<file path="config.mk">
export PLATFORM = sky130hd
export DESIGN_NAME = ccrs_core_clock_ratio_select
export DESIGN_NICKNAME = d
export VERILOG_FILES = /design/src/ccrs_pkg.sv /design/src/ccrs_core_clock_ratio_select.sv
export SDC_FILE = /design/constraint.sdc
export NUM_CORES = 1
export LEC_CHECK = 0
export BUFFER_PORTS_ARGS = -buffer_cell sky130_fd_sc_hd__buf_4
export CAP_MARGIN = 20
export CORE_MARGIN = 4
export CORE_UTILIZATION = 45
export CTS_CLUSTER_DIAMETER = 150
export DETAILED_ROUTE_END_ITERATION = 6
export SLEW_MARGIN = 5
export SYNTH_ARGS = -nofsm -noshare
export SYNTH_HDL_FRONTEND = slang
export SYNTH_SLANG_ARGS = --single-unit
</file>
<file path="constraint.sdc">
create_clock -name ref_clk -period 2 [get_ports ref_clk]
set_clock_uncertainty 0.15 [all_clocks]
set_input_delay 0.3 -clock ref_clk [delete_from_list [all_inputs] [get_ports ref_clk]]
set_output_delay 0.3 -clock ref_clk [all_outputs]
set_load 0.02 [all_outputs]
</file>
<file path="src/ccrs_pkg.sv">
// Package for the core clock ratio select block: codes, ratios and timing
package ccrs_pkg;

  // Ratio select code width
  localparam int CODE_W = 4;

  // Ratio select codes
  localparam logic [3:0] CODE_X1_V4 = 4'h1;
  localparam logic [3:0] CODE_X2_V4 = 4'h2;
  localparam logic [3:0] CODE_BYPASS = 4'h3;
  localparam logic [3:0] CODE_X2_V2 = 4'h5;
  localparam logic [3:0] CODE_X3_V2 = 4'h8;
  localparam logic [3:0] CODE_X15_V2 = 4'h9;
  localparam logic [3:0] CODE_X4_V2 = 4'hA;
  localparam logic [3:0] CODE_X25_V2 = 4'hC;
  localparam logic [3:0] CODE_X1_V2 = 4'hD;
  localparam logic [3:0] CODE_OFF = 4'hF;

  // Ratio in half steps (core = pci * half / 2), field widths
  localparam int HALF_W = 4;
  localparam logic [3:0] HALF_1 = 4'h2;
  localparam logic [3:0] HALF_15 = 4'h3;
  localparam logic [3:0] HALF_2 = 4'h4;
  localparam logic [3:0] HALF_25 = 4'h5;
  localparam logic [3:0] HALF_3 = 4'h6;
  localparam logic [3:0] HALF_4 = 4'h8;

  // VCO multipliers
  localparam logic [2:0] VCO_2 = 3'h2;
  localparam logic [2:0] VCO_4 = 3'h4;
  localparam logic [2:0] VCO_NONE = 3'h0;

  // Clock-off code value; the captured code has no reset and follows the straps
  localparam logic [3:0] CODE_RST = 4'hF;

  // Lock wait time and cycle count at 100 MHz
  localparam int CLK_MHZ = 100;
  localparam int LOCK_US = 100;
  localparam int LOCK_CYC = LOCK_US * CLK_MHZ;

  // Mode of the clock generator
  typedef enum logic [1:0] {
    MODE_OFF,
    MODE_PLL,
    MODE_BYPASS,
    MODE_BAD
  } ccrs_mode_t;

  // Decoded configuration carried as one bundle
  typedef struct packed {
    ccrs_mode_t mode;
    logic [3:0] halfRatio;
    logic [2:0] vcoMult;
  } ccrs_cfg_t;

endpackage : ccrs_pkg

</file>
<file path="src/ccrs_core_clock_ratio_select.sv">
// Core clock ratio select: strap capture, ratio decode and lock-gated clock enable
// Function
// - Core clock is derived from PCI reference clock using the four-bit select code.
// - With VCO times 4, code 0001 gives ratio 1, code 0010 ratio 2.
// - With VCO times 2, codes 0101, 1000, 1010 give ratios 2, 3, 4.
// - With VCO times 2, codes 1001, 1100, 1101 give ratios 1.5, 2.5, 1.
// - Code 0011 bypasses the PLL, core runs directly at 1:1.
// - Code 1111 stops all internal clocking.
// - Select inputs are sampled while in reset and configure the device.
`timescale 1ns/1ps

module ccrs_core_clock_ratio_select #(
  parameter int LOCK_CYCLES = ccrs_pkg::LOCK_CYC
) (
  // Clock and reset
  input wire logic ref_clk,
  input wire logic arst_n,
  // Strap pins and PLL status
  input wire logic [3:0] ratioSel,
  input wire logic pllLock,
  // Clock generator control
  output ccrs_pkg::ccrs_cfg_t cfgOut,
  output logic pllEnable,
  output logic bypassSel,
  output logic coreClkEn,
  output logic cfgReserved
);

  // ----------------------------------------------------------------
  // Reset release
  // ----------------------------------------------------------------
  logic rstMeta_reg;
  logic rstSync_reg;

  // Two flops release the asynchronous reset on the clock
  always_ff @(posedge ref_clk or negedge arst_n) begin
    if (!arst_n) begin
      rstMeta_reg <= 1'b0;
      rstSync_reg <= 1'b0;
    end else begin
      rstMeta_reg <= 1'b1;
      rstSync_reg <= rstMeta_reg;
    end
  end

  // ----------------------------------------------------------------
  // Strap sampling
  // ----------------------------------------------------------------
  logic [3:0] selS1_reg;
  logic [3:0] selS2_reg;
  logic [3:0] selS3_reg;
  logic [3:0] code_reg;
  logic [3:0] code_next;

  // Three-flop input stage, free running so the straps are seen during reset
  always_ff @(posedge ref_clk) begin
    selS1_reg <= ratioSel;
    selS2_reg <= selS1_reg;
    selS3_reg <= selS2_reg;
  end

  // Follow agreed value while in reset, freeze after release
  always_comb begin
    code_next = code_reg;
    if (!rstSync_reg && (selS2_reg == selS3_reg)) begin
      code_next = selS3_reg;
    end
  end

  always_ff @(posedge ref_clk) begin
    code_reg <= code_next;
  end

  // ----------------------------------------------------------------
  // Ratio decode
  // ----------------------------------------------------------------
  ccrs_pkg::ccrs_cfg_t cfg_next;

  always_comb begin
    cfg_next.mode = ccrs_pkg::MODE_PLL;
    cfg_next.halfRatio = '0;
    cfg_next.vcoMult = ccrs_pkg::VCO_NONE;
    case (code_reg)
      ccrs_pkg::CODE_X1_V4: begin
        cfg_next.halfRatio = ccrs_pkg::HALF_1;
        cfg_next.vcoMult = ccrs_pkg::VCO_4;
      end
      ccrs_pkg::CODE_X2_V4: begin
        cfg_next.halfRatio = ccrs_pkg::HALF_2;
        cfg_next.vcoMult = ccrs_pkg::VCO_4;
      end
      // integer ratios on VCO times 2
      ccrs_pkg::CODE_X2_V2: begin
        cfg_next.halfRatio = ccrs_pkg::HALF_2;
        cfg_next.vcoMult = ccrs_pkg::VCO_2;
      end
      ccrs_pkg::CODE_X3_V2: begin
        cfg_next.halfRatio = ccrs_pkg::HALF_3;
        cfg_next.vcoMult = ccrs_pkg::VCO_2;
      end
      ccrs_pkg::CODE_X4_V2: begin
        cfg_next.halfRatio = ccrs_pkg::HALF_4;
        cfg_next.vcoMult = ccrs_pkg::VCO_2;
      end
      // half and unit ratios on VCO times 2
      ccrs_pkg::CODE_X15_V2: begin
        cfg_next.halfRatio = ccrs_pkg::HALF_15;
        cfg_next.vcoMult = ccrs_pkg::VCO_2;
      end
      ccrs_pkg::CODE_X25_V2: begin
        cfg_next.halfRatio = ccrs_pkg::HALF_25;
        cfg_next.vcoMult = ccrs_pkg::VCO_2;
      end
      ccrs_pkg::CODE_X1_V2: begin
        cfg_next.halfRatio = ccrs_pkg::HALF_1;
        cfg_next.vcoMult = ccrs_pkg::VCO_2;
      end
      ccrs_pkg::CODE_BYPASS: begin
        cfg_next.mode = ccrs_pkg::MODE_BYPASS;
        cfg_next.halfRatio = ccrs_pkg::HALF_1;
      end
      ccrs_pkg::CODE_OFF: begin
        cfg_next.mode = ccrs_pkg::MODE_OFF;
      end
      // reserved codes flagged, clocks kept off
      default: begin
        cfg_next.mode = ccrs_pkg::MODE_BAD;
      end
    endcase
  end

  // Registered configuration outputs, held off until the released reset copy
  always_ff @(posedge ref_clk or negedge rstSync_reg) begin
    if (!rstSync_reg) begin
      cfgOut <= '{mode: ccrs_pkg::MODE_OFF, halfRatio: '0, vcoMult: ccrs_pkg::VCO_NONE};
      pllEnable <= 1'b0;
      bypassSel <= 1'b0;
      cfgReserved <= 1'b0;
    end else begin
      cfgOut <= cfg_next;
      pllEnable <= cfg_next.mode == ccrs_pkg::MODE_PLL;
      bypassSel <= cfg_next.mode == ccrs_pkg::MODE_BYPASS;
      cfgReserved <= cfg_next.mode == ccrs_pkg::MODE_BAD;
    end
  end

  // ----------------------------------------------------------------
  // Lock wait and core clock gate
  // ----------------------------------------------------------------
  typedef enum logic [1:0] {
    ST_RESET,
    ST_WAIT,
    ST_RUN,
    ST_HALT
  } ccrs_state_t;

  ccrs_state_t state_reg;
  logic [31:0] lockCnt_reg;
  logic lockS1_reg;
  logic lockS2_reg;
  logic lockS3_reg;
  logic lockOk_reg;

  // Lock input from the analog PLL passes three flops
  always_ff @(posedge ref_clk or negedge rstSync_reg) begin
    if (!rstSync_reg) begin
      lockS1_reg <= 1'b0;
      lockS2_reg <= 1'b0;
      lockS3_reg <= 1'b0;
      lockOk_reg <= 1'b0;
    end else begin
      lockS1_reg <= pllLock;
      lockS2_reg <= lockS1_reg;
      lockS3_reg <= lockS2_reg;
      if (lockS2_reg == lockS3_reg) begin
        lockOk_reg <= lockS3_reg;
      end
    end
  end

  always_ff @(posedge ref_clk or negedge rstSync_reg) begin
    if (!rstSync_reg) begin
      state_reg <= ST_RESET;
      lockCnt_reg <= '0;
      coreClkEn <= 1'b0;
    end else begin
      case (state_reg)
        ST_RESET: begin
          coreClkEn <= 1'b0;
          lockCnt_reg <= '0;
          // Decode, not cfgOut, which is loaded on this same edge
          case (cfg_next.mode)
            ccrs_pkg::MODE_PLL: state_reg <= ST_WAIT;
            ccrs_pkg::MODE_BYPASS: state_reg <= ST_RUN;
            default: state_reg <= ST_HALT;
          endcase
        end
        ST_WAIT: begin
          if (lockOk_reg && lockCnt_reg >= 32'(LOCK_CYCLES - 1)) begin
            state_reg <= ST_RUN;
          end else begin
            lockCnt_reg <= lockCnt_reg + 32'h0000_0001;
          end
        end
        ST_RUN: begin
          coreClkEn <= 1'b1;
        end
        ST_HALT: begin
          coreClkEn <= 1'b0;
        end
        default: state_reg <= ST_HALT;
      endcase
    end
  end

  // ----------------------------------------------------------------
  // Checks
  // ----------------------------------------------------------------
  property p_off_no_clock;
    @(posedge ref_clk) disable iff (!rstSync_reg)
    (cfgOut.mode == ccrs_pkg::MODE_OFF) |-> !coreClkEn && !pllEnable;
  endproperty
  a_off_no_clock: assert property (p_off_no_clock) else $error("clock on in off mode");

  property p_bypass_ratio;
    @(posedge ref_clk) disable iff (!rstSync_reg)
    bypassSel |-> !pllEnable && cfgOut.halfRatio == ccrs_pkg::HALF_1;
  endproperty
  a_bypass_ratio: assert property (p_bypass_ratio) else $error("bypass not 1:1");

  property p_code_frozen;
    @(posedge ref_clk) disable iff (!rstSync_reg)
    rstSync_reg && $past(rstSync_reg) |-> $stable(code_reg);
  endproperty
  a_code_frozen: assert property (p_code_frozen) else $error("code changed after reset");

  property p_clk_needs_lock;
    @(posedge ref_clk) disable iff (!rstSync_reg)
    $rose(coreClkEn) && pllEnable |-> lockOk_reg;
  endproperty
  a_clk_needs_lock: assert property (p_clk_needs_lock) else $error("core clock before lock");

  property p_vco4;
    @(posedge ref_clk) disable iff (!rstSync_reg)
    (code_reg == ccrs_pkg::CODE_X2_V4) |=> cfgOut.vcoMult == ccrs_pkg::VCO_4
      && cfgOut.halfRatio == ccrs_pkg::HALF_2;
  endproperty
  a_vco4: assert property (p_vco4) else $error("code 0010 decode wrong");

  property p_reserved;
    @(posedge ref_clk) disable iff (!rstSync_reg)
    cfgReserved |-> !coreClkEn;
  endproperty
  a_reserved: assert property (p_reserved) else $error("clock on with reserved code");

endmodule : ccrs_core_clock_ratio_select

</file>
-- Yosys cells after proc, flatten, opt, wreduce, memory -nomap -nowiden
Cells that the tools add are included.
- add/sub/neg operators: 1
- multipliers: 0
- divide/modulo/power cells: 0
- magnitude comparators: 1
- equal/unequal tests: 20
- shift-type cells: 0
- multiplexer cells: 9
- bitwise gates (word level): 0
- reductions and logical operators: 14
- operators by type and width (kind ; count):
    $pmux W32 S2 ; 1
    $add A32 B1 Y32 const B ; 1
    $ge A32 B14 Y1 const B ; 1
    $mux W32 ; 1
    $eq A4 B4 Y1 const B ; 6
    $pmux W4 S6 ; 1
    $eq A2 B2 Y1 const B ; 4
    $eq A4 B2 Y1 const B ; 2
    $pmux W2 S2 ; 2
    $reduce_or A8 Y1 ; 1
    $pmux W2 S3 ; 1
    $pmux W3 S2 ; 1
    $reduce_or A2 Y1 ; 3
    $reduce_or A6 Y1 ; 1
    $eq A2 B1 Y1 const B ; 2
    $eq A4 B1 Y1 const B ; 1
    $eq A4 B3 Y1 const B ; 1
    $eq A4 B4 Y1 ; 1
    $ne A2 B2 Y1 const B ; 2
    $reduce_and A2 Y1 ; 2
    $reduce_bool A2 Y1 ; 2
    $reduce_or A3 Y1 ; 1
    $logic_and A1 B1 Y1 ; 2
    $logic_not A2 Y1 ; 1
    4 further kinds ; 4
- register bits: 69
- latch bits: 0
- memory bits (writable): 0
- ROM bits: 0
- input bits: 7
- output and inout bits: 13
- logic and storage cells: 64
- memories kept: 0

-- Logic depth before layout (Yosys ltp)
Gate-level depths: netlist of the first run.
- depth in word-level cells: 6
- mapped depth: 10
- depth with buffers taken out: 7

-- Worst setup path before layout of the first run
No wires, ideal clock.
- path type: reg-to-reg
- start: reg state_reg[1]
- end: reg lockCnt_reg[29]
- setup time: 78 ps
- arrival time: 2216 ps
- required time: 1772 ps
- setup slack: -444 ps
- cell stages (with the launch flop): 10
- path buffers: 2
- clock period less this slack: 2444 ps
- cell sequence: dfrtp_1 inv_1 ha_1 nor3b_1 a41oi_1 or3_1 buf_2 buf_6 or4_1 a21oi_1
- longest elaborated chain between the ends: 3
- elaborated cells between the ends (all ways): 6
- those cells by class: eq/ne: 2; mux: 1; reduce/logical: 3
- ends and longest elaborated chain (item ; RTL line ; source):
    from (decl) ; ccrs_core_clock_ratio_select.sv:157 ; ccrs_state_t state_reg;
    from (signal assigned) ; ccrs_core_clock_ratio_select.sv:183 ; state_reg <= ST_RESET;
    from (signal assigned) ; ccrs_core_clock_ratio_select.sv:193 ; ccrs_pkg::MODE_PLL: state_reg <= ST_WAIT;
    from (signal assigned) ; ccrs_core_clock_ratio_select.sv:194 ; ccrs_pkg::MODE_BYPASS: state_reg <= ST_RUN;
    $eq A2 B1 Y1 / $logic_not A2 Y1 (equally long branches) ; ccrs_core_clock_ratio_select.sv:187 ; case (state_reg)
    $ne A2 B2 Y1 (no line) / $reduce_bool A2 Y1 (equally long branches) ; n/a ;
    $reduce_and A2 Y1 (no line) ; n/a ;
    to (signal assigned) ; ccrs_core_clock_ratio_select.sv:202 ; lockCnt_reg <= lockCnt_reg + 32'h0000_0001;
    to (decl) ; ccrs_core_clock_ratio_select.sv:158 ; logic [31:0] lockCnt_reg;
Several ways; a longest one is shown, not always the timed one.
A chain may end at the register's enable or synchronous reset.

-- Worst setup path after layout of the first run
- start: reg lockCnt_reg[19]
- end: reg lockCnt_reg[10]
- longest elaborated chain between the ends: 4
- ends and longest elaborated chain (item ; RTL line ; source):
    $ge A32 B14 Y1 ; ccrs_core_clock_ratio_select.sv:199 ; if (lockOk_reg && lockCnt_reg >= 32'(LOCK_CYCLES - 1)) begin
    $logic_and A1 B1 Y1 ; ccrs_core_clock_ratio_select.sv:199 ;
    $ne A2 B2 Y1 (no line) ; n/a ;
    $reduce_and A2 Y1 (no line) ; n/a ;
Every way passes these cells.

==> results of run 1 <==
cell type report:
class,instances,area (um2),share of cell area [%]
clock buffers,9,124,2.83
clock inverters,7,81.3,1.86
repair buffers,100,848,19.4
flip-flops and latches,68,1660,37.9
well taps,77,96.3,2.20
inverters,10,37.5,0.857
multi-input cells,196,1530,35.0
what timing repair did:
| item | 4_1_cts | 5_1_grt |
|---|---|---|
| hold buffers | 6 | 0 |
| cloned | 2 | 0 |
| buffers inserted | 10 | 3 |
| endpoints found under the setup margin | 32 | 34 |
| endpoints found under the hold margin | 7 | 0 |
| gates resized for setup | 22 | 36 |
| pin swaps | 8 | 4 |
cell usage in the layout (no fill, tap or decap), types with 5 or more instances in the layout:
cell,n
buf_6,8
a21oi_2,10
clkbuf_8,9
dlygate4sd3_1,6
nand2b_1,5
dfxtp_1,12
nand4_1,7
nand2_1,19
o21ai_0,9
buf_4,81
nor4_4,5
or3_1,16
o31ai_1,5
nor2_1,5
a21oi_1,15
o21ai_1,10
nand3_1,16
inv_1,9
dfrtp_1,51
worst max-delay path: stages (launching register included):
cell and delay, ps:
dfrtp_1 400, nor4_2 290, buf_4 160, a41oi_2 110
or3_4 410, buf_12 160, or4_4 470, a21oi_2 130
through the flow:
stage          setup TNS, ps  std cells  hold WS (ps)
2_1_floorplan          -3960        288          -146
3_3_place_gp           -6150        433         -66.3
3_5_place_dp           -6630        433         -65.0
4_1_cts                -6770        467          87.0
5_1_grt               -11080        467           128
6_report               -7550        467           119
cell families after synthesis:
family,synth area share [%]
adders and majority gates,2.02
and+or+nand+nor,22.5
AOI/OAI and AO/OA,13.9
buffers and inverters,3.57
muxes,1.05
other,0.252
xor gates and xnor gates,0.883
DFF,55.8
final timing paths:
kind                       slack [ps]       startpoint               to
hold / removal                    120           arst_n      rstSync_reg
max in group asynchronous        1020      rstSync_reg  lockCnt_reg[22]
setup / recovery                 -350  lockCnt_reg[19]  lockCnt_reg[10]
hold reg to reg                   180     selS1_reg[2]     selS2_reg[2]
min in group ref_clk              180     selS1_reg[2]     selS2_reg[2]
setup reg to reg                 -350  lockCnt_reg[19]  lockCnt_reg[10]
power groups by stage:
stage | Sequential [mW] | Combinational [mW] | Clock [mW]
floorplan | 1.48 | 0.0312 | 0
global placement | 1.46 | 0.0966 | 0
detailed placement | 1.46 | 0.0987 | 0
CTS | 1.43 | 0.108 | 1.20
global route | 1.44 | 0.119 | 1.25
finish | 1.43 | 0.105 | 1.16
per-layer routing:
metal	vias to the layer above	global-route usage, %	routed length, um
li1	1268	-	-
met1	1260	25.5	3250
met2	43	33.2	3610
met3	13	5.16	245
met4	0	6.90	135
met5	-	0	0
==> flow_summary_export.csv, run 1 <==
group,metric,value,unit
status,outcome,"finished with violations",
status,violations,"negative setup slack",
synth,synth_most_common_cell,"dfrtp_1",
layout,layout-drive-gt1-share,41.0,%
synth,seq_area_frac_synth,55.8,%
detailed_routing,vias,2584,
power_and_ir_drop,power_leakage,1.98,nW
clock_network,path_clk_slew,80,ps
clock_network,clock-root-buffer,"clkbuf_8",
power_and_ir_drop,combPwrFrac,3.9,%
synth,synthesis.area,2980,um2
floorplanning,top_level_ports,20,
grt,grt_use_total,20.0,%
floorplanning,die_y,89.3,um
synth,yosysTopAreaCell,"dfrtp_1",
detailed_routing,dr.first_iter.drc_count,119,
placement,gp_congestion,0.812,
floorplanning,die-area,7980,um2
clock_network,cts_buffers,9,
worst_setup_path,worst_ep_required_time,2130,ps
timing,report.final.slew_viol_count,0,
synth,synth_cell_types,50,
placement,dpl_cell_area,3760,um2
detailed_routing,routedWlPerCell,15.5,um
placement,place_hpwl,4420,um
clock_network,cts_tree,"yes",
floorplanning,rows,29,
synth,synthCells,288,
timing,rsz0062_at_grt,"yes",
layout,fin_util,68.6,%
synth,yosys_warnings,0,
timing,timing.final.ws_setup,-353,ps
worst_setup_path,critPathKind,"reg2reg",
timing,period_share,118,%
synth,synth.net_count,299,
synth,yosys-top-cells-area,"dfrtp_1, dfxtp_1, a21oi_1, or3_1, edfxtp_1",
grt,grt_max_degree,51,
placement,io_buffer_count,18,
power_and_ir_drop,swShare,23.9,%
synth,synth_top_area_share,43.7,%
layout,finalNetCount,396,
synth,syn_area_per_cell,10.3,um2
power_and_ir_drop,clkPwrFrac,43.1,%
grt,grt_pass1_vias,2545,
layout,fillerInstances,475,
synth,synth_edf_count,4,
grt,grt_antenna_before_repair,0,
timing,setup_viol,31,
layout,antenna_cells,0,
synth,synth_common_cells,"dfrtp_1, a21oi_1, nand2_1, or3_1, nand3_1",
timing,max_slew_margin,58.0,%
timing,hold_viol,0,
synth,synth-seq-cells,68,
clock_network,insertion_delay,350,ps
power_and_ir_drop,ir_worst_vdd,0.000589,V
worst_setup_path,arrival,2480,ps
clock_network,cts_buffer_depth,2,
clock_network,htree_levels,3,
floorplanning,start_util,46.6,%
worst_setup_path,r2r_cells,7,
timing,worstMarginPinSlew,630,ps
clock_network,clock-sinks,68,
layout,area_growth,47.2,%
placement,post-place-ws,-320,ps
detailed_routing,drc,0,
detailed_routing,ant_nets,0,
power_and_ir_drop,seqPwrFrac,53.0,%
power_and_ir_drop,p_sw,0.645,mW
layout,fin_area,4380,um2
power_and_ir_drop,pwr_density_cell,617,nW/um2
timing,fin_crit,2350,ps
grt,grt_pass1_wl,12200,um
timing,fmax,0.425,GHz
grt,overflow,0,
synth,ys.flop_type,"dfrtp_1",
worst_setup_path,crit_path_max_fanout,7,
power_and_ir_drop,total_power,2.70,mW
floorplanning,core_area,6390,um2
detailed_routing,dr.pass1.iters,4,
floorplanning,die_w,89.3,um
detailed_routing,vias_per_cell,5.53,
worst_setup_path,critPathLaunchType,"flip-flop",
power_and_ir_drop,p_int,2.06,mW
layout,largest_reg_flops,32,
worst_setup_path,cp-end-kind,"flip-flop",
detailed_routing,wirelength,7250,um
synth,async_flop_share,76.5,%
worst_hold_path,hold_class,"in2async",
run,maxCapViolCount,0,
Power figures use the tool's default switching activity.
==> inputs of run 2 (changes only) <==
--- a/config.mk
+++ b/config.mk
@@ -11,6 +11,7 @@
 export CORE_UTILIZATION = 45
 export CTS_CLUSTER_DIAMETER = 150
 export DETAILED_ROUTE_END_ITERATION = 6
+export PLACE_DENSITY = 0.73
 export SLEW_MARGIN = 5
 export SYNTH_ARGS = -nofsm -noshare
 export SYNTH_HDL_FRONTEND = slang
==> run 2 against run 1 <==
Compared with the run above:
- the run still ends with negative setup slack left
- worst hold slack lost 7.0 ps
- worst setup slack improved by 35 ps
- die area unchanged
- combinational power is essentially flat
- fmax grew 1.5%
- cell count shrank 0.43%
- via count rose by 2.2%
- design area down 3.0%
- clock power about the same
- critical path depth did not move
- sequential power hardly changed
- sequential share of layout area up 1.2 points
- highest routed layer unchanged
==> flow_summary_export.csv, run 2 (synthesis gave the netlist of run 1 again) <==
group,metric,value,unit
clock_network,clock-root-buffer,"clkbuf_8",
layout,fin_area,4250,um2
clock_network,path_clk_slew,80,ps
placement,dpl_cell_area,3760,um2
layout,largest_reg_flops,32,
worst_setup_path,critPathLaunchType,"flip-flop",
clock_network,htree_levels,3,
layout,final_common_cell,"buf_4",
clock_network,cts_tree,"yes",
power_and_ir_drop,swShare,23.6,%
worst_setup_path,arrival,2400,ps
timing,timing.final.ws_setup,-317,ps
layout,fin_util,66.5,%
layout,final_cell_mix,"buf_4, dfrtp_1, nand2_1",
detailed_routing,vias_per_cell,5.68,
detailed_routing,drc,0,
floorplanning,rows,29,
layout,layout-drive-gt1-share,38.4,%
timing,fin_crit,2320,ps
worst_setup_path,critPathKind,"reg2reg",
placement,place_hpwl,4630,um
timing,worstMarginPinSlew,639,ps
floorplanning,die_y,89.3,um
power_and_ir_drop,p_sw,0.642,mW
timing,hold_viol,0,
worst_setup_path,crit_chain,"nor4_4 > a21oi_2 > or3_4 > buf_12 > buf_8 > o31a_1 > o21a_1",
timing,rsz0062_at_grt,"yes",
timing,fmax,0.432,GHz
grt,grt_max_degree,51,
floorplanning,die-area,7980,um2
power_and_ir_drop,seqPwrFrac,52.6,%
detailed_routing,vias,2642,
floorplanning,top_level_ports,20,
detailed_routing,dr.first_iter.drc_count,139,
timing,period_share,116,%
worst_setup_path,worst_ep_required_time,2080,ps
clock_network,cts_buffers,9,
detailed_routing,routedWlPerCell,15.6,um
power_and_ir_drop,combPwrFrac,3.8,%
worst_setup_path,crit_path_max_fanout,7,
floorplanning,core_area,6390,um2
worst_setup_path,critPathBufInv,2,
timing,report.final.slew_viol_count,0,
layout,area_growth,42.7,%
power_and_ir_drop,pwr_density_cell,641,nW/um2
grt,grt_pass1_vias,2744,
power_and_ir_drop,ir_worst_vdd,0.000480,V
power_and_ir_drop,p_int,2.08,mW
grt,overflow,0,
status,outcome,"finished with violations",
status,violations,"negative setup slack",
placement,gp_congestion,0.796,
grt,grt_pass1_wl,12600,um
clock_network,cts_buffer_depth,2,
worst_setup_path,critPathMaxStageDelay,430,ps
detailed_routing,dr.pass1.iters,4,
power_and_ir_drop,power_leakage,1.87,nW
clock_network,insertion_delay,340,ps
run,maxCapViolCount,0,
grt,grt_antenna_before_repair,0,
power_and_ir_drop,clkPwrFrac,43.5,%
floorplanning,start_util,46.6,%
worst_setup_path,cp_top_family,"simple AND/OR/NAND/NOR gates",
timing,setup_viol,31,
grt,grt_use_total,20.4,%
layout,antenna_cells,0,
detailed_routing,wirelength,7260,um
worst_setup_path,slowest_stage,"or3_4",
clock_network,clock-sinks,68,
layout,finalNetCount,394,
floorplanning,die_w,89.3,um
detailed_routing,ant_nets,0,
placement,post-place-ws,-332,ps
worst_hold_path,hold_class,"in2async",
worst_setup_path,cp-end-kind,"flip-flop",
timing,max_slew_margin,57.4,%
placement,io_buffer_count,18,
-- run 2: cell types whose count changed in the layout (fill, tap and decap cells not counted), moves of 3 or more --
cell	before	now
buf_6	8	2
o21ai_0	9	14
o21ai_1	10	7
buf_4	81	86
-- run 2: final timing paths --
kind | start | endpoint | slack (ps) | cells after the start
max in group asynchronous | rstSync_reg | lockCnt_reg[15] | 1030 | 1
max reg2reg | lockCnt_reg[24] | lockCnt_reg[26] | -320 | 7
min reg2reg | selS1_reg[1] | selS2_reg[1] | 180 | 0
max | lockCnt_reg[24] | lockCnt_reg[26] | -320 | 7
min in group ref_clk | selS1_reg[1] | selS2_reg[1] | 180 | 0
min | arst_n | rstMeta_reg | 110 | 2
-- run 2: worst reg2reg max path, delay by kind of cell, from the launching register on --
| kind | cells | cell delay [ps] |
|---|---|---|
| compound gates | 3 | 560 |
| buf+inv | 2 | 280 |
| simple gates | 2 | 790 |
| flops | 1 | 420 |
-- run 2: routing by layer --
layer	share of wire (%)	vias up	global-route usage (%)	routed length [um]
met5	0	-	0	0
met4	1.8	0	7.71	129
met3	3.3	13	4.61	237
met2	52	46	35.0	3760
met1	43	1319	24.9	3130
li1	-	1264	-	-
-- run 2: power by group through the flow --
stage,Clock (mW),Sequential [mW],Combinational [mW]
2_1_floorplan,0,1.48,0.0312
3_3_place_gp,0,1.46,0.0948
3_5_place_dp,0,1.46,0.0973
4_1_cts,1.20,1.43,0.107
5_1_grt,1.28,1.44,0.115
6_report,1.19,1.43,0.104
-- run 2: timing repair --
| item | 4_1_cts | 5_1_grt |
|---|---|---|
| pin swaps | 7 | 2 |
| hold endpoints to repair | 7 | 0 |
| hold buffers | 6 | 0 |
| cloned | 1 | 0 |
| setup endpoints to repair | 33 | 32 |
| setup buffers | 7 | 1 |
| gates resized for setup | 16 | 16 |
-- run 2: cell type report --
type | instances | area [um2]
clock buffers | 10 | 138
clock inverters | 6 | 71.3
fillers | 492 | 2140
inverters | 10 | 37.5
multi-input cells | 196 | 1450
flip-flops and latches | 68 | 1660
well taps | 77 | 96.3
repair buffers | 98 | 798
-- run 2: through the flow --
step	instances	hold slack (ps)	total power [mW]	setup TNS, ps
after floorplan	288	-146	1.51	-3960
after global placement	435	-66.0	1.55	-6700
after detailed placement	435	-66.6	1.56	-6910
after CTS	465	97.9	2.74	-6120
after global routing	465	95.9	2.83	-8910
final	465	112	2.72	-7130
==> inputs of run 3 (changes only) <==
--- a/config.mk
+++ b/config.mk
@@ -12,6 +12,7 @@
 export CTS_CLUSTER_DIAMETER = 150
 export DETAILED_ROUTE_END_ITERATION = 6
 export PLACE_DENSITY = 0.73
+export SETUP_SLACK_MARGIN = 0.4
 export SLEW_MARGIN = 5
 export SYNTH_ARGS = -nofsm -noshare
 export SYNTH_HDL_FRONTEND = slang
==> run 3 against run 2 <==
Compared with the run above:
- the run still ends with negative setup slack left
- global-route usage grew 0.11 points
- sequential share of layout area is 2.0 points lower
- via count rose by 0.57%
- critical path depth rose by 1
- sequential cell count is the same
- sequential power about the same
- clock power about the same
- utilization increased by 3.7 points
- die area stayed put
- combinational power up 9.6%
- clock-buffer cell count is 1 lower
- critical path type unchanged
- critical endpoint is now lockCnt_reg[10]
==> flow_summary_export.csv, run 3 (synthesis gave the netlist of run 1 again) <==
group,metric,value,unit
status,outcome,"finished with violations",
status,violations,"negative setup slack",
detailed_routing,dr.pass1.iters,4,
detailed_routing,wl_met3,208,um
timing,worstMarginPinSlew,636,ps
worst_setup_path,endpoint,"lockCnt_reg[10]",
detailed_routing,routedWlPerCell,15.8,um
worst_setup_path,critPathBufInv,2,
worst_hold_path,hold_class,"in2async",
clock_network,cts_tree,"yes",
floorplanning,top_level_ports,20,
worst_setup_path,r2r_cells,8,
placement,place_hpwl,4470,um
worst_setup_path,slowest_stage,"or4_4",
floorplanning,die_y,89.3,um
grt,grt_use_total,20.5,%
clock_network,cts_buffers,9,
timing,report.final.slew_viol_count,0,
detailed_routing,vias_per_cell,5.63,
timing,max_slew_margin,57.6,%
worst_setup_path,rr_startpoint,"state_reg[1]",
timing,timing.final.ws_setup,-360,ps
worst_setup_path,cp-end-kind,"flip-flop",
grt,grt_pass1_wl,12500,um
placement,gp_congestion,0.817,
layout,fin_area,4480,um2
worst_setup_path,reg2reg_to,"lockCnt_reg[10]",
floorplanning,rows,29,
layout,largest_reg_flops,32,
layout,antenna_cells,0,
layout,final_cell_mix,"buf_4, dfrtp_1, nand2_1",
floorplanning,die_w,89.3,um
timing,period_share,118,%
clock_network,clock-root-buffer,"clkbuf_8",
detailed_routing,wl_met1,3300,um
power_and_ir_drop,power_leakage,1.96,nW
timing,rsz0062_at_grt,"yes",
placement,dpl_cell_area,3780,um2
clock_network,htree_levels,3,
clock_network,insertion_delay,360,ps
placement,io_buffer_count,18,
clock_network,cts_buffer_depth,2,
worst_setup_path,worst_ep_required_time,2130,ps
detailed_routing,route.met2.wl,3780,um
layout,multi_input_area,1540,um2
detailed_routing,dr.first_iter.drc_count,110,
worst_setup_path,critPathMaxStageDelay,480,ps
layout,final_common_cell,"buf_4",
detailed_routing,vias,2657,
worst_setup_path,critPathLaunch,"state_reg[1]",
worst_setup_path,crit_path_max_fanout,7,
worst_setup_path,crit_chain,"inv_2 > ha_4 > nor2b_4 > a2111oi_4 > or3_4 > buf_12 > or4_4 > a21oi_2",
clock_network,clock-sinks,68,
floorplanning,start_util,46.6,%
worst_setup_path,r2r_setup_slack,-360,ps
worst_setup_path,arrival,2490,ps
floorplanning,die-area,7980,um2
worst_setup_path,crit_cells,8,
layout,layout-drive-gt1-share,42.5,%
timing,fmax,0.424,GHz
layout,area_growth,50.7,%
floorplanning,core_area,6390,um2
detailed_routing,drc,0,
power_and_ir_drop,pwr_density_cell,610,nW/um2
layout,fillerInstances,420,
layout,register_area,1670,um2
worst_setup_path,cp_top_family,"simple AND/OR/NAND/NOR gates",
grt,grt_antenna_before_repair,0,
detailed_routing,wirelength,7460,um
clock_network,path_clk_slew,80,ps
grt,grt_pass1_vias,2666,
grt,grt_max_degree,51,
timing,fin_crit,2360,ps
run,maxCapViolCount,0,
timing,hold_viol,0,
worst_setup_path,critPathLaunchType,"flip-flop",
detailed_routing,top_layer_used,"met4",
power_and_ir_drop,ir_worst_vdd,0.000697,V
power_and_ir_drop,total_power,2.74,mW
detailed_routing,ant_nets,0,
grt,overflow,0,
layout,finalNetCount,401,
timing,setup_viol,32,
worst_setup_path,critPathKind,"reg2reg",
-- run 3: what timing repair did --
item                                   CTS  global route
resized for setup                       23            35
hold buffers                             6             0
pin swaps                                5            15
gates cloned                             3             0
setup endpoints to repair               35            35
endpoints found under the hold margin    7             0
buffers inserted                         7             4
-- run 3: worst min path at each step --
stage,from,endpoint,slack (ps),cells past startpoint
finish,arst_n,rstSync_reg,110,2
global placement,arst_n,rstMeta_reg,-70,1
global route,arst_n,rstSync_reg,100,2
floorplan,arst_n,rstMeta_reg,-150,0
CTS,arst_n,rstSync_reg,90,2
detailed placement,arst_n,rstMeta_reg,-70,1
-- run 3: metrics by stage --
step / setup TNS [ps] / cells / setup slack, ps / utilization [%] / hold slack (ps)
after floorplan: -3960 / 288 / -219 / - / -146
after global placement: -5980 / 436 / -265 / 59.3 / -66.0
final: -8060 / 472 / -360 / 70.2 / 105
after global routing: -11060 / 472 / -445 / 70.2 / 105
after CTS: -6940 / 468 / -300 / 67.2 / 85.1
after detailed placement: -7810 / 436 / -355 / 59.3 / -66.4
-- run 3: area by class of cell --
type	count	area share, %
Tap cell	77	2.15
Multi-Input combinational cell	196	34.3
Clock buffer	9	2.76
Timing Repair Buffer	105	20.9
Clock inverter	7	1.87
Inverter	10	0.837
Sequential cell	68	37.1
-- run 3: power by group --
group / leakage, nW / switching, mW / internal (mW) / total [mW]
Sequential: 0.822 / 0.0165 / 1.42 / 1.43
Combinational: 1.04 / 0.0598 / 0.0539 / 0.114
Clock: 0.102 / 0.593 / 0.597 / 1.19
Total: 1.96 / 0.669 / 2.07 / 2.74
-- run 3: worst register-to-register path, stage by stage, from the launching register on --
cell	delay, ps
dfrtp_1	400
inv_2	80
ha_4	130
nor2b_4	240
a2111oi_4	70
or3_4	450
buf_12	160
or4_4	480
a21oi_2	130
-- run 3: routing by layer --
metal | vias up | global-route usage [%]
li1 | 1280 | -
met1 | 1318 | 25.4
met2 | 43 | 34.1
met3 | 16 | 3.32
met4 | 0 | 11.0
met5 | - | 0
